<file path="src/core/sss_pkg.sv">
/*
  Shared constants and types of the safe stop sequencer: register map,
  field positions, reset values, monitoring tick timing and the state set.
  Assumes a 100 MHz pclk and a 32-bit APB register bus.
*/
package sss_pkg;

  // ---------------------------------------------------------------
  // timing
  // ---------------------------------------------------------------
  localparam int CLK_MHZ = 100;
  localparam int TICK_MS = 4;
  localparam int TICK_CYCLES = TICK_MS * 1000 * CLK_MHZ;
  localparam int DELAY_W = 16;
  localparam int SYNC_N = 3;

  // ---------------------------------------------------------------
  // register map, byte addresses
  // ---------------------------------------------------------------
  localparam int ADDR_W = 8;
  localparam logic [7:0] OFF_CTRL = 8'h00;
  localparam logic [7:0] OFF_CFG = 8'h04;
  localparam logic [7:0] OFF_DELAY = 8'h08;
  localparam logic [7:0] OFF_STATUS = 8'h0C;
  localparam logic [7:0] OFF_TIMER = 8'h10;
  localparam logic [7:0] OFF_FLOG = 8'h14;

  // ---------------------------------------------------------------
  // field positions
  // ---------------------------------------------------------------
  localparam int CTRL_CUT = 0;
  localparam int CTRL_STOP = 1;
  localparam int CTRL_RUN = 2;
  localparam int CFG_EXT = 0;
  localparam int CFG_BRAKE = 1;
  localparam int CFG_FDI_STOP = 2;
  localparam int FLOG_SEEN = 0;
  localparam int PIN_FDI = 0;
  localparam int PIN_SPD = 1;
  localparam int PIN_FLT = 2;

  // ---------------------------------------------------------------
  // carriers
  // ---------------------------------------------------------------
  typedef struct packed {
    logic run_command;
    logic controlled_stop;
    logic torque_cut;
  } sss_ctrl_t;

  typedef struct packed {
    logic fdi_stop_select;
    logic brake_configured;
    logic external_stop_select;
  } sss_cfg_t;

  typedef struct packed {
    logic quick_stop_ramp;
    logic brake_close;
    logic running;
    logic ready;
    logic safety_fault;
    logic controlled_stop_active;
    logic torque_cut_active;
  } sss_status_t;

  // ---------------------------------------------------------------
  // reset values
  // ---------------------------------------------------------------
  localparam logic [2:0] CTRL_RST = 3'h0;
  localparam logic [2:0] CFG_RST = 3'h0;
  localparam logic [15:0] DELAY_RST = 16'h0000;

  typedef enum logic [2:0] {
    ST_READY,
    ST_RUN,
    ST_STOP,
    ST_CUT,
    ST_RELEASE
  } sss_state_t;

endpackage

</file>
<file path="src/core/sss_top.sv">
/*
  Safe stop sequencer top: APB register slave, pin synchronisers,
  monitoring tick, stop/cut state machine and registered drive outputs.
  Assumes a 100 MHz pclk, an APB3 master and a safety controller that
  writes its telegram control bits into the control register.
*/
// Contract
// - telegram bit or fail-safe input selects cut
// - cut active shown in status
// - select then deselect cut acknowledges fault
// - cut closes brake when brake configured
// - release: brake cancel first, then fault/cut
// - config bit picks external or ramp stop
// - ramp stop: ramp and timer start together
// - timer expiry forces cut regardless of speed
// - ramp deceleration itself is not monitored
// - external stop: timer runs, no ramp
// - telegram bit or fail-safe input selects stop
// - stop active shown, kept during cut
// - deselection never aborts a running stop
// - pulses inhibited while cut active
// - restart only on run command rising edge
// - state machine evaluated once per 4 ms tick
module sss_top #(
  parameter int TICK_CYCLES = sss_pkg::TICK_CYCLES,
  parameter int DELAY_W = sss_pkg::DELAY_W
) (
  input wire logic pclk,
  input wire logic presetn,
  input wire logic psel,
  input wire logic penable,
  input wire logic pwrite,
  input wire logic [sss_pkg::ADDR_W-1:0] paddr,
  input wire logic [31:0] pwdata,
  output logic [31:0] prdata,
  output logic pready,
  output logic pslverr,
  input wire logic failsafe_input_n,
  input wire logic speed_below_shutdown,
  input wire logic fault_cause,
  output logic pulse_enable,
  output logic brake_close,
  output logic quick_stop_ramp,
  output logic torque_cut_active,
  output logic controlled_stop_active,
  output logic ready_to_switch_on
);

  localparam int TW = $clog2(TICK_CYCLES + 1);

  if (TICK_CYCLES < 2 || DELAY_W < 1 || DELAY_W > 32) begin : g_bad_param
    $error("sss_top: unsupported TICK_CYCLES or DELAY_W");
  end

  // -----------------------------------------------------------------
  // address decode
  // -----------------------------------------------------------------
  function automatic logic hit(input logic [sss_pkg::ADDR_W-1:0] a,
                               input logic [7:0] off);
    hit = (a == off);
  endfunction

  wire logic setup_ph = psel & ~penable;
  wire logic acc_ph = psel & penable & pready;
  wire logic wr_acc = acc_ph & pwrite;
  wire logic hit_ctrl = hit(paddr, sss_pkg::OFF_CTRL);
  wire logic hit_cfg = hit(paddr, sss_pkg::OFF_CFG);
  wire logic hit_delay = hit(paddr, sss_pkg::OFF_DELAY);
  wire logic hit_status = hit(paddr, sss_pkg::OFF_STATUS);
  wire logic hit_timer = hit(paddr, sss_pkg::OFF_TIMER);
  wire logic hit_flog = hit(paddr, sss_pkg::OFF_FLOG);
  wire logic mapped = hit_ctrl | hit_cfg | hit_delay | hit_status | hit_timer | hit_flog;
  wire logic ro_hit = hit_status | hit_timer;

  // -----------------------------------------------------------------
  // software registers
  // -----------------------------------------------------------------
  sss_pkg::sss_ctrl_t ctrl_r;
  sss_pkg::sss_cfg_t cfg_r;
  logic [DELAY_W-1:0] delay_r;
  logic flog_r;
  logic [TW-1:0] tick_cnt_r;
  logic tick_r;
  logic [sss_pkg::SYNC_N-1:0] s1_r, s2_r, s3_r, filt_r;
  sss_pkg::sss_state_t state_r, state_nxt;
  logic [DELAY_W-1:0] timer_r, timer_nxt;
  logic fault_r, armed_r, cs_latch_r, run_prev_r;
  logic cut_act_r, cs_act_r, pulse_r, brake_r, ramp_r, ready_r, run_r;
  logic [31:0] prdata_r;
  logic pready_r, pslverr_r;

  // control, config and delay writes
  always_ff @(posedge pclk or negedge presetn) begin
    if (!presetn) begin
      ctrl_r <= sss_pkg::CTRL_RST;
      cfg_r <= sss_pkg::CFG_RST;
      delay_r <= DELAY_W'(sss_pkg::DELAY_RST);
    end else begin
      if (wr_acc && hit_ctrl) ctrl_r <= pwdata[2:0];
      if (wr_acc && hit_cfg) cfg_r <= pwdata[2:0];
      if (wr_acc && hit_delay) delay_r <= pwdata[DELAY_W-1:0];
    end
  end

  // fault log: sticky, cleared only by write-one, a new fault wins
  wire logic flog_clr = wr_acc & hit_flog & pwdata[sss_pkg::FLOG_SEEN];
  always_ff @(posedge pclk or negedge presetn) begin
    if (!presetn) flog_r <= 1'b0;
    else flog_r <= filt_r[sss_pkg::PIN_FLT] | (flog_r & ~flog_clr);
  end

  // -----------------------------------------------------------------
  // read path and bus answer
  // -----------------------------------------------------------------
  wire sss_pkg::sss_status_t status_w = '{quick_stop_ramp: ramp_r, brake_close: brake_r,
    running: run_r, ready: ready_r, safety_fault: fault_r,
    controlled_stop_active: cs_act_r, torque_cut_active: cut_act_r};
  wire logic [31:0] rd_mux =
    hit_ctrl ? {29'h0, ctrl_r} :
    hit_cfg ? {29'h0, cfg_r} :
    hit_delay ? 32'(delay_r) :
    hit_status ? {25'h0, status_w} :
    hit_timer ? 32'(timer_r) :
    hit_flog ? {31'h0, flog_r} : 32'h0;

  // one wait-free access: answer captured in setup, pready in access
  always_ff @(posedge pclk or negedge presetn) begin
    if (!presetn) begin
      pready_r <= 1'b0;
      pslverr_r <= 1'b0;
      prdata_r <= 32'h0;
    end else begin
      pready_r <= setup_ph;
      pslverr_r <= setup_ph & (~mapped | (pwrite & ro_hit));
      if (setup_ph) prdata_r <= pwrite ? 32'h0 : rd_mux;
    end
  end

  // -----------------------------------------------------------------
  // pin synchronisers, change accepted when stages two and three agree
  // -----------------------------------------------------------------
  wire logic [sss_pkg::SYNC_N-1:0] pins_w = {fault_cause, speed_below_shutdown, failsafe_input_n};
  wire logic [sss_pkg::SYNC_N-1:0] filt_nxt = (~(s2_r ^ s3_r) & s3_r) | ((s2_r ^ s3_r) & filt_r);
  always_ff @(posedge pclk or negedge presetn) begin
    if (!presetn) begin
      s1_r <= 3'h0;
      s2_r <= 3'h0;
      s3_r <= 3'h0;
      filt_r <= 3'h0;
    end else begin
      s1_r <= pins_w;
      s2_r <= s1_r;
      s3_r <= s2_r;
      filt_r <= filt_nxt;
    end
  end

  // -----------------------------------------------------------------
  // monitoring tick
  // -----------------------------------------------------------------
  wire logic tick_wrap = (tick_cnt_r == TW'(TICK_CYCLES - 1));
  always_ff @(posedge pclk or negedge presetn) begin
    if (!presetn) begin
      tick_cnt_r <= '0;
      tick_r <= 1'b0;
    end else begin
      tick_cnt_r <= tick_wrap ? '0 : tick_cnt_r + TW'(1);
      tick_r <= tick_wrap;
    end
  end

  // -----------------------------------------------------------------
  // selections
  // -----------------------------------------------------------------
  wire logic fdi_sel = ~filt_r[sss_pkg::PIN_FDI];
  wire logic spd_low = filt_r[sss_pkg::PIN_SPD];
  wire logic flt_now = filt_r[sss_pkg::PIN_FLT];
  wire logic sel_cut = ctrl_r.torque_cut | (fdi_sel & ~cfg_r.fdi_stop_select);
  wire logic stop_req = ctrl_r.controlled_stop | (fdi_sel & cfg_r.fdi_stop_select);
  wire logic force_cut = sel_cut | fault_r;
  wire logic delay_zero = (delay_r == '0);
  wire logic run_edge = ctrl_r.run_command & ~run_prev_r;
  wire logic expire = (timer_r <= DELAY_W'(1));
  // leaving cut needs all selections gone, cause gone, fault acknowledged
  wire logic cut_exit = ~sel_cut & ~stop_req & ~flt_now & (~fault_r | armed_r);

  // -----------------------------------------------------------------
  // state machine, evaluated on the tick
  // -----------------------------------------------------------------
  always_comb begin
    state_nxt = state_r;
    timer_nxt = timer_r;
    unique case (state_r)
      sss_pkg::ST_READY, sss_pkg::ST_RUN: begin
        if (force_cut || (stop_req && delay_zero)) begin
          state_nxt = sss_pkg::ST_CUT;
        end else if (stop_req) begin
          state_nxt = sss_pkg::ST_STOP;
          timer_nxt = delay_r;
        end else if (state_r == sss_pkg::ST_READY && run_edge) begin
          state_nxt = sss_pkg::ST_RUN;
        end else if (state_r == sss_pkg::ST_RUN && !ctrl_r.run_command) begin
          state_nxt = sss_pkg::ST_READY;
        end
      end
      sss_pkg::ST_STOP: begin
        // deselection is ignored here; only expiry, speed or cut end it
        timer_nxt = expire ? '0 : timer_r - DELAY_W'(1);
        if (force_cut || expire || spd_low) begin
          state_nxt = sss_pkg::ST_CUT;
        end
      end
      sss_pkg::ST_CUT: begin
        if (cut_exit) state_nxt = sss_pkg::ST_RELEASE;
      end
      sss_pkg::ST_RELEASE: begin
        state_nxt = (sel_cut || stop_req || flt_now) ? sss_pkg::ST_CUT : sss_pkg::ST_READY;
      end
    endcase
  end

  wire logic fault_clr = tick_r & (state_r == sss_pkg::ST_RELEASE) & (state_nxt == sss_pkg::ST_READY);

  always_ff @(posedge pclk or negedge presetn) begin
    if (!presetn) begin
      state_r <= sss_pkg::ST_READY;
      timer_r <= '0;
      run_prev_r <= 1'b0;
    end else if (tick_r) begin
      state_r <= state_nxt;
      timer_r <= timer_nxt;
      run_prev_r <= ctrl_r.run_command;
    end
  end

  // fault latch, ack arm and stop-active latch; a new fault wins over clear
  always_ff @(posedge pclk or negedge presetn) begin
    if (!presetn) begin
      fault_r <= 1'b0;
      armed_r <= 1'b0;
      cs_latch_r <= 1'b0;
    end else begin
      fault_r <= flt_now | (fault_r & ~fault_clr);
      if (tick_r && state_nxt == sss_pkg::ST_READY) armed_r <= 1'b0;
      else if (tick_r && state_r == sss_pkg::ST_CUT && sel_cut) armed_r <= 1'b1;
      if (tick_r && state_nxt == sss_pkg::ST_STOP) cs_latch_r <= 1'b1;
      else if (tick_r && state_nxt == sss_pkg::ST_READY) cs_latch_r <= 1'b0;
    end
  end

  // -----------------------------------------------------------------
  // registered drive outputs
  // -----------------------------------------------------------------
  wire logic in_cut = (state_r == sss_pkg::ST_CUT) | (state_r == sss_pkg::ST_RELEASE);
  always_ff @(posedge pclk or negedge presetn) begin
    if (!presetn) begin
      cut_act_r <= 1'b0;
      cs_act_r <= 1'b0;
      pulse_r <= 1'b0;
      brake_r <= 1'b0;
      ramp_r <= 1'b0;
      ready_r <= 1'b0;
      run_r <= 1'b0;
    end else begin
      cut_act_r <= in_cut;
      cs_act_r <= cs_latch_r;
      pulse_r <= (state_r == sss_pkg::ST_RUN) | (state_r == sss_pkg::ST_STOP);
      brake_r <= (state_r == sss_pkg::ST_CUT) & cfg_r.brake_configured;
      ramp_r <= (state_r == sss_pkg::ST_STOP) & ~cfg_r.external_stop_select;
      ready_r <= (state_r == sss_pkg::ST_READY);
      run_r <= (state_r == sss_pkg::ST_RUN);
    end
  end

  assign prdata = prdata_r;
  assign pready = pready_r;
  assign pslverr = pslverr_r;
  assign pulse_enable = pulse_r;
  assign brake_close = brake_r;
  assign quick_stop_ramp = ramp_r;
  assign torque_cut_active = cut_act_r;
  assign controlled_stop_active = cs_act_r;
  assign ready_to_switch_on = ready_r;
endmodule

</file>
<file path="config.mk">
export PLATFORM = sky130hd
export DESIGN_NAME = sss_top
export DESIGN_NICKNAME = d
export VERILOG_FILES = /design/src/core/sss_pkg.sv /design/src/core/sss_top.sv
export SDC_FILE = /design/constraint.sdc
export NUM_CORES = 1
export LEC_CHECK = 0
export ABC_AREA = 1
export ABC_CLOCK_PERIOD_IN_PS = 3800
export BUFFER_PORTS_ARGS = -buffer_cell sky130_fd_sc_hd__buf_2
export CAP_MARGIN = 5
export CORE_ASPECT_RATIO = 1.4
export CORE_UTILIZATION = 60
export CTS_CLUSTER_SIZE = 12
export DETAILED_ROUTE_END_ITERATION = 6
export GPL_ROUTABILITY_DRIVEN = 1
export GPL_TIMING_DRIVEN = 0
export PLACE_DENSITY = 0.93
export SLEW_MARGIN = 40
export SYNTH_ARGS = -nofsm -noshare
export SYNTH_HDL_FRONTEND = slang
export SYNTH_SLANG_ARGS = --single-unit
</file>
<file path="constraint.sdc">
create_clock -name pclk -period 3.8 [get_ports pclk]
set_clock_uncertainty 0.1 [all_clocks]
set_input_delay 0.57 -clock pclk [delete_from_list [all_inputs] [get_ports pclk]]
set_output_delay 0.57 -clock pclk [all_outputs]
set_load 0.01 [all_outputs]
</file>
==> results.py, run 1 <==
metrics = {
    "critical_path": {
        "crit_top_cell": "nand2_1",
        "crit_arrival_ns": 2.24,
        "crit_family": "simple AND/OR/NAND/NOR gates",
        "cp-startpoint": "timer_r[1]",
        "cp_num_buf_inv": 2,
        "slowest_delay_ns": 0.36,
        "r2r_cells": 10,
        "cp_slowest_cell": "dfrtp_1",
        "worst_setup_path_start_kind": "flop",
        "reg2reg_slack_ns": 1.69,
        "critPathRequiredTime_ns": 3.93,
        "r2r-end": "timer_r[11]",
        "path_class": "flop to flop",
        "worstSetupEndpointType": "flop",
        "reg2reg_from": "timer_r[1]",
        "crit_fanout": 10,
        "path_cells": "inv_1 > ha_1 > nand2_2 > nand2_1 > nand3_1 > nand2_1 > buf_4 > o22ai_1 > nand2_1 > o21ai_0",
    },
    "layout": {
        "drive_gt1_share_pct": 21.7,
        "syn2layout_area_growth_pct": 14.9,
        "antenna_cells": 0,
        "finalNetCount": 770,
    },
    "power_and_ir_drop": {
        "ir_drop_uv": 294,
        "leakage_uw": 0.00322,
        "p_per_area_nw_per_um2": 349,
    },
    "floorplanning": {
        "coreArea_um2": 8660,
        "fp.dieW_um": 82.1,
        "num_rows": 40,
        "initial_core_util_pct": 62.3,
        "dieArea_um2": 9380,
        "ios": 88,
        "die_h_um": 114,
    },
    "cts": {
        "cts_buffers": 9,
        "clkLatencyLatePin_ns": 0.35,
        "cts_tree": "built",
        "hold_buffers": 0,
        "cts-resized-gates": 0,
        "cts_setup_buffers": 0,
        "cts.sinks": 103,
        "clockBufferDepth": 2,
        "htree_num_levels": 3,
        "path_clk_slew_ns": 0.07,
        "cts-root-buf": "clkbuf_16",
    },
    "placed_design": {
        "place_hpwl_um": 9610,
        "dp_slack_ns": 1.69,
        "io_buffer_count": 54,
        "place_congestion": 0.951,
    },
    "yosys": {
        "synth_common_cells": "nand2_1, dfrtp_1, inv_1",
        "synth_seq_cells": 103,
        "synth_top_area_cell": "dfrtp_1",
        "synth-edff-count": 0,
        "syn-mean-instance-area_um2": 8.45,
        "ys_seq_area_share_pct": 47.8,
        "netlist_area_um2": 5390,
        "yosys_warnings": 0,
        "async_flop_share_pct": 100,
        "yosysTopAreaCellShare_pct": 47.8,
        "synth_cells": 638,
        "synth_cell_type_count": 48,
        "synth-main-ff-cell": "dfrtp_1",
        "synth.most_common_cell": "nand2_1",
        "ys_top_cells_by_area": "dfrtp_1, nand2_1, inv_1, xor2_1, nor2_1",
    },
    "grt": {
        "antenna_found_initial": 0,
        "grt_pass1_vias": 4805,
        "grt_pass1_wl_um": 22700,
        "grtUsageTotal_pct": 32.3,
        "grt_max_degree": 56,
        "grt_overflow": 0,
    },
    "route": {
        "post_drt_wl_per_cell_um": 16.1,
        "postRouteAntennaNets": 0,
        "drc": 1,
        "drt_iter0_drc": 455,
        "via_per_inst": 5.72,
        "vias": 4744,
        "wl_um": 13400,
        "dr.pass1.iters": 7,
    },
    "sta": {
        "slew_headroom_pct": 65.7,
        "period_share_pct": 55.5,
        "tightest_slew_ns": 0.515,
        "maxSlewViolCount": 0,
        "layout_setup_ws_ns": 1.69,
        "setup-violations-final": 0,
        "finalCriticalPeriod_ns": 2.11,
        "tns_ns": 0,
        "max_freq_ghz": 0.474,
        "rsz0062_at_grt": "no",
        "finalHoldViolCount": 0,
    },
    "hold_path": {
        "min_path_type": "primary input to asynchronous set/reset pin",
    },
    "status": {
        "status": "finished with violations",
        "violations": "design-rule violations",
    },
    "flow_run": {
        "cap_violations": 0,
    },
}
-- registers in the layout, summed over array words and instances, names as in the netlist, 3 cells and up, named ones only --
signal and count:
s2_r 3, timer_r 16, state_r 3, delay_r 16
s3_r 3, tick_cnt_r 19, prdata 16, cfg_r 3
s1_r 3, ctrl_r 3
-- logic make-up after synthesis --
logic type / after synthesis / synth area share (%)
XOR/XNOR: 28 / 4.55
flip-flops: 103 / 47.8
AND/OR/NAND/NOR: 259 / 22.2
buffers and inverters: 133 / 11.6
AO/OA/AOI/OAI: 108 / 12.5
adder cells (fa/ha/maj): 6 / 1.25
other: 1 / 0.0695
-- layout by cell type, fill, tap and decap left out, types with 9 or more instances in the layout --
cell type  synthesis  routed
nor2_1            59      59
buf_4             19      19
nand2_1          118     118
o21ai_2            9       9
buf_2              5      58
nand2_2           10      10
a21oi_1           26      26
o21ai_1           11      11
nor2_2             9       9
inv_2              9       9
inv_1             92      92
nand4_1           13      13
clkbuf_16          0       9
conb_1             1      16
nor3_1            10      10
o21ai_0           26      26
dfrtp_1          103     103
o22ai_1           19      19
xor2_1            26      26
nand3_1           18      18
-- power by group --
part	internal [uW]	switching (uW)	total (uW)
logic	37.5	62.5	99.9
registers	1110	5.28	1110
clock network	533	418	951
total	1680	485	2160
-- worst max-delay path by stage --
stage / depth (start not counted) / endpoint / slack, ns
6_report: 10 / timer_r[11] / 1.69
5_1_grt: 10 / timer_r[13] / 1.54
3_5_place_dp: 10 / delay_r[14] / 1.69
4_1_cts: 10 / timer_r[11] / 1.74
2_1_floorplan: 12 / prdata[0] / 2.02
3_3_place_gp: 1 / tick_cnt_r[4] / 1.07
-- area by class of cell --
| type | count | area, um2 |
|---|---|---|
| plain buffers | 30 | 233 |
| clock buffers | 10 | 239 |
| clock inverters | 6 | 68.8 |
| fillers | 636 | 2460 |
| inverters | 103 | 392 |
| multi-input cells | 417 | 2250 |
| flip-flops and latches | 103 | 2580 |
| well taps | 105 | 131 |
| repair buffers | 55 | 308 |
-- layer usage --
metal,vias up,GRT usage [%],wire [um]
met1,2268,34.9,4890
met4,0,18.6,584
met3,65,11.6,865
met2,228,53.3,7020
met5,-,0,0
li1,2183,-,-
-- through the flow --
step	hold WS, ns	total power, uW	std cells	cell area (um2)	util [%]
detailed placement	0.239	1230	813	5890	68.0
finish	0.00919	2160	829	6200	71.6
floorplan	0.174	1180	653	5450	-
global placement	0.232	1220	812	5850	67.6
global route	0.0362	2220	829	6200	71.6
CTS	0.0289	2170	829	6200	71.6
-- worst reg2reg max path: stages (launching register included) --
cell	delay, ns
dfrtp_1	0.36
inv_1	0.15
ha_1	0.26
nand2_2	0.14
nand2_1	0.11
nand3_1	0.13
nand2_1	0.25
buf_4	0.24
o22ai_1	0.10
nand2_1	0.07
o21ai_0	0.07
(Power assumes the default switching activity.)
==> run 2, diff against run 1 <==
Settings changed: ABC_CLOCK_PERIOD_IN_PS 3800 to 1700, CORE_UTILIZATION 60 to 51, PLACE_DENSITY 0.93 to 0.85.
Clock period 3.8 ns to 1.7 ns, I/O delays scaled along.
==> run 2 against run 1 <==
Sequential power grew 120%. Via count grew 6.0%. The run ends with design-rule violations, negative setup slack left. Setup slack lost 1.9 ns. Largest power group unchanged. Register-to-register slack lost 1.9 ns. Sequential cell count is the same. Clock power grew 100%.
==> results.py, run 2 (synthesis results as in run 1) <==
metrics = {
    "sta": {
        "max_freq_ghz": 0.537,
        "slew_headroom_pct": 62.4,
        "period_share_pct": 110,
        "rsz0062_at_grt": "yes",
        "tightest_slew_ns": 0.564,
        "finalCriticalPeriod_ns": 1.86,
        "finalHoldViolCount": 0,
        "layout_setup_ws_ns": -0.162,
        "setup-violations-final": 20,
        "maxSlewViolCount": 0,
    },
    "power_and_ir_drop": {
        "pwr-share-comb_pct": 5.2,
        "p_per_area_nw_per_um2": 670,
        "p_int_uw": 3580,
        "fin_total_pwr_uw": 4630,
        "ir_drop_uv": 549,
        "leakage_uw": 0.00349,
        "switchingPower_uw": 1050,
        "power_frac_seq_pct": 53.7,
        "swShare_pct": 22.6,
        "pwr-share-clk_pct": 41.1,
    },
    "grt": {
        "grt_pass1_vias": 4759,
        "antenna_found_initial": 0,
        "grt_overflow": 0,
        "grt_max_degree": 55,
        "grtUsageTotal_pct": 26.8,
        "grt_pass1_wl_um": 22100,
    },
    "critical_path": {
        "path_cells": "inv_2 > nand3_2 > nor2_4 > buf_4 > nand3_1 > xor2_1 > o22ai_1 > nand2_2 > o21ai_1",
        "critPathRequiredTime_ns": 1.88,
        "crit_fanout": 5,
        "cp_num_buf_inv": 2,
        "crit_arrival_ns": 2.04,
        "reg2reg_from": "timer_r[1]",
        "cp_slowest_cell": "dfrtp_1",
        "crit_family": "simple AND/OR/NAND/NOR gates",
        "worst_setup_path_start_kind": "flop",
        "r2r_cells": 9,
        "slowest_delay_ns": 0.39,
        "r2r-end": "timer_r[9]",
        "path_class": "flop to flop",
        "reg2reg_slack_ns": -0.16,
        "worstSetupEndpointType": "flop",
    },
    "floorplanning": {
        "num_rows": 44,
        "die_h_um": 124,
        "ios": 88,
        "initial_core_util_pct": 52.1,
        "coreArea_um2": 10300,
        "fp.dieW_um": 88.9,
        "dieArea_um2": 11000,
    },
    "placed_design": {
        "place_hpwl_um": 9590,
        "place_congestion": 0.925,
        "dpl.cell_count": 846,
        "io_buffer_count": 54,
    },
    "cts": {
        "cts.sinks": 103,
        "path_clk_slew_ns": 0.07,
        "clockBufferDepth": 2,
        "cts_tree": "built",
        "clkLatencyLatePin_ns": 0.35,
        "cts_buffers": 9,
        "htree_num_levels": 3,
        "cts-root-buf": "clkbuf_16",
    },
    "layout": {
        "syn2layout_area_growth_pct": 28.2,
        "drive_gt1_share_pct": 33.5,
        "largest_register_ffs": 19,
        "regMostFlops": "tick_cnt_r",
        "n_fill_cell": 776,
        "antenna_cells": 0,
        "most-common-layout-cells": "dfrtp_1, nand2_1, inv_1, buf_2, buf_4",
        "layout_commonest_cell": "dfrtp_1",
        "finalNetCount": 810,
        "post_layout_nonfiller_instances": 900,
    },
    "route": {
        "dr.pass1.iters": 7,
        "via_per_inst": 5.59,
        "postRouteAntennaNets": 0,
        "vias": 5031,
        "post_drt_wl_per_cell_um": 16.8,
        "drc": 6,
        "wl_um": 15100,
        "drt_iter0_drc": 516,
    },
    "hold_path": {
        "holdPathEnd": "delay_r[15]",
        "min_from": "pwdata[15]",
        "min_delay_path_depth": 3,
        "min_path_type": "primary input to flop",
    },
    "flow_run": {
        "cap_violations": 0,
    },
    "status": {
        "violations": "design-rule violations, negative setup slack",
        "status": "finished with violations",
    },
}
[run 2: tightest hold or removal path: cells and delay by family]
| kind | cells | cell delay [ns] |
|---|---|---|
| AO/OA/AOI/OAI | 1 | 0.09 |
| buffers and inverters | 1 | 0.08 |
| AND/OR/NAND/NOR | 1 | 0.03 |
[run 2: stage by stage]
step	setup slack (ns)	instance area [um2]	setup TNS, ns	util, %	hold WS [ns]
floorplan	0.0327	5450	0	-	-0.141
global placement	-0.765	5890	-82.08	56.9	0.236
detailed placement	-0.316	5930	-5.66	57.3	0.0969
CTS	-0.0418	6500	-0.395	62.8	0.0562
global route	-0.283	6920	-3.55	66.8	0.0770
finish	-0.162	6920	-1.71	66.8	0.0536
[run 2: worst max-delay path by stage]
| stage | from | to | slack, ns | cells past startpoint |
|---|---|---|---|---|
| 3_3_place_gp | presetn | tick_cnt_r[10] | -0.77 | 1 |
| 3_5_place_dp | tick_cnt_r[0] | tick_cnt_r[18] | -0.32 | 8 |
| 6_report | timer_r[1] | timer_r[9] | -0.16 | 9 |
| 5_1_grt | timer_r[0] | timer_r[8] | -0.28 | 8 |
| 2_1_floorplan | timer_r[1] | timer_r[13] | 0.03 | 10 |
| 4_1_cts | delay_r[10] | timer_r[10] | -0.04 | 12 |
[run 2: power groups by stage]
stage               registers, uW  clock network (uW)  logic (uW)
global route                 2490                2000         272
CTS                          2490                1910         235
detailed placement           2530                   0         222
finish                       2490                1900         243
floorplan                    2530                   0         103
global placement             2530                   0         206
[run 2: area by class of cell]
class	count	area, um2	area share (%)
Multi-Input combinational cell	417	2590	37.5
Sequential cell	103	2580	37.4
Timing Repair Buffer	95	659	9.54
Inverter	103	397	5.74
Buffer	30	244	3.53
Clock buffer	11	243	3.51
Tap cell	138	173	2.50
Clock inverter	3	21.3	0.308
[run 2: what timing repair did]
item / CTS / global route
endpoints found under the hold margin: 57 / 0
pin swaps: 17 / 31
gates cloned: 1 / 0
hold buffers: 5 / 0
setup buffers: 14 / 20
resized for setup: 40 / 71
setup endpoints to repair: 29 / 29
[run 2: per-layer routing]
metal  track usage (%)  share of wire, %  up-vias
met2              47.3                52      294
met1              28.9                34     2364
met3              4.57               6.9      109
li1                  -                 -     2264
met4              17.9               6.8        0
met5                 0                 0        -
==> run 3, diff against run 2 <==
Settings changed: CORE_UTILIZATION 51 to 53, CTS_BUF_LIST set to sky130_fd_sc_hd__clkbuf_4, PLACE_DENSITY 0.85 to 0.88.
==> run 3 against run 2 <==
The run ends with negative setup slack left. Sequential cell count unchanged. Register-to-register slack better by 0.09 ns. Sequential share of layout area is 0.79 points higher. Wire length shrank 3.7%. Hold slack better by 0.016 ns. Total power is 12% lower. Via count is essentially flat. Final cell count rose by 1.4%. Largest cell class is now sequential cells. Largest power group unchanged. Highest routed layer unchanged.
==> results.py, run 3 (synthesis results as in run 1) <==
metrics = {
    "layout": {
        "most-common-layout-cells": "nand2_1, dfrtp_1, inv_1, buf_2, nor2_1",
        "regMostFlops": "tick_cnt_r",
        "n_fill_cell": 743,
        "final_util_pct": 68.4,
        "regArea_um2": 2580,
        "finalNetCount": 823,
        "layout_commonest_cell": "nand2_1",
        "final_cell_area_um2": 6770,
        "multiInputGateArea_um2": 2450,
        "post_layout_nonfiller_instances": 913,
        "drive_gt1_share_pct": 29.9,
        "syn2layout_area_growth_pct": 25.5,
        "largest_register_ffs": 19,
    },
    "sta": {
        "finalHoldViolCount": 0,
        "finalCriticalPeriod_ns": 1.77,
        "period_share_pct": 104,
        "rsz0062_at_grt": "yes",
        "setup-violations-final": 19,
        "layout_setup_ws_ns": -0.0684,
        "maxSlewViolCount": 0,
        "max_freq_ghz": 0.565,
    },
    "power_and_ir_drop": {
        "fin_total_pwr_uw": 4090,
        "pwr-share-comb_pct": 6.7,
        "p_int_uw": 3110,
        "swShare_pct": 24.0,
        "power_frac_seq_pct": 60.8,
        "p_per_area_nw_per_um2": 604,
        "pwr-share-clk_pct": 32.5,
        "leakage_uw": 0.00345,
        "ir_drop_uv": 509,
        "switchingPower_uw": 982,
    },
    "placed_design": {
        "placed_area_um2": 5930,
        "io_buffer_count": 54,
        "dpl.cell_count": 843,
        "place_congestion": 0.921,
        "place_hpwl_um": 9320,
        "dp_slack_ns": -0.292,
    },
    "cts": {
        "path_clk_slew_ns": 0.17,
        "clockBufferDepth": 2,
        "htree_num_levels": 3,
        "cts.sinks": 103,
        "cts-root-buf": "clkbuf_4",
        "clkLatencyLatePin_ns": 0.50,
        "cts_buffers": 9,
        "cts_tree": "built",
    },
    "route": {
        "post_drt_wl_per_cell_um": 16.0,
        "drc": 0,
        "vias": 5027,
        "wl_um": 14600,
        "postRouteAntennaNets": 0,
        "drt_iter0_drc": 366,
        "via_per_inst": 5.51,
        "dr.pass1.iters": 6,
    },
    "critical_path": {
        "reg2reg_slack_ns": -0.07,
        "crit_arrival_ns": 2.07,
        "r2r_cells": 12,
        "critPathRequiredTime_ns": 2.01,
        "worstSetupEndpointType": "flop",
        "r2r-end": "timer_r[6]",
        "path_class": "flop to flop",
        "crit_fanout": 11,
        "worst_setup_path_start_kind": "flop",
        "reg2reg_from": "delay_r[15]",
    },
    "grt": {
        "grt_max_degree": 77,
        "grtUsageTotal_pct": 27.7,
        "grt_overflow": 0,
        "antenna_found_initial": 1,
        "grt_pass1_vias": 4887,
        "grt_pass1_wl_um": 22300,
    },
    "floorplanning": {
        "coreArea_um2": 9900,
        "die_h_um": 121,
        "dieArea_um2": 10600,
        "fp.dieW_um": 87.3,
        "initial_core_util_pct": 54.5,
        "ios": 88,
        "num_rows": 43,
    },
    "status": {
        "status": "finished with violations",
        "violations": "negative setup slack",
    },
    "hold_path": {
        "min_path_type": "primary input to asynchronous set/reset pin",
    },
    "flow_run": {
        "cap_violations": 0,
    },
}
==> run 3: per-layer routing <==
| metal | part of all wire (%) | routed length [um] | global-route usage [%] | vias to the layer above |
|---|---|---|---|---|
| met4 | 5.6 | 819 | 19.2 | 0 |
| met2 | 53 | 7680 | 48.3 | 270 |
| met3 | 5.6 | 822 | 4.42 | 77 |
| met5 | 0 | 0 | 0 | - |
| li1 | - | - | - | 2297 |
| met1 | 36 | 5260 | 30.1 | 2383 |
==> run 3: critical path, stage by stage (launching register included) <==
cell,delay [ns]
dfrtp_1,0.45
nor2_1,0.12
nand2_1,0.07
nor2_2,0.17
nand3_2,0.10
nand2_1,0.08
o21ai_1,0.06
nand2_2,0.08
inv_2,0.04
buf_8,0.14
buf_12,0.13
nand2_2,0.06
o21ai_2,0.06
==> run 3: stage by stage <==
step / setup TNS (ns) / hold WS (ns)
after global routing: -2.44 / 0.0704
after floorplan: 0 / -0.141
after CTS: -0.0619 / 0.0507
after global placement: -78.23 / 0.234
final: -0.716 / 0.0695
after detailed placement: -4.97 / 0.0188
==> run 3: worst max-delay path by stage <==
stage	startpoint	endpoint	slack, ns	cells after the start
2_1_floorplan	timer_r[1]	timer_r[13]	0.03	10
5_1_grt	cfg_r[2]	fault_r	-0.14	9
4_1_cts	delay_r[10]	timer_r[7]	-0.02	12
6_report	delay_r[15]	timer_r[6]	-0.07	12
3_3_place_gp	presetn	tick_cnt_r[11]	-0.74	1
3_5_place_dp	tick_cnt_r[0]	tick_cnt_r[18]	-0.29	8
==> run 3: power by group through the flow <==
| stage | Sequential [uW] | Combinational [uW] | Clock, uW |
|---|---|---|---|
| 2_1_floorplan | 2530 | 103 | 0 |
| 3_3_place_gp | 2530 | 203 | 0 |
| 4_1_cts | 2490 | 265 | 1350 |
| 5_1_grt | 2490 | 302 | 1450 |
| 6_report | 2490 | 273 | 1330 |
| 3_5_place_dp | 2530 | 219 | 0 |
==> run 3: cell type report <==
cell class | count | area share, %
multi-input combinational | 417 | 36.1
sequential | 103 | 38.2
timing repair buffer | 108 | 11.6
antenna | 1 | 0.0370
clock inverter | 4 | 0.813
tap | 135 | 2.49
inverter | 103 | 5.82
clock buffer | 12 | 1.33
buffer | 30 | 3.57
==> run 3: repair_timing <==
action	CTS	global route
endpoints found under the setup margin	31	32
pin swaps	14	15
hold buffers	23	0
resized for setup	23	41
cloned	0	1
endpoints found under the hold margin	129	0
setup buffers	18	11
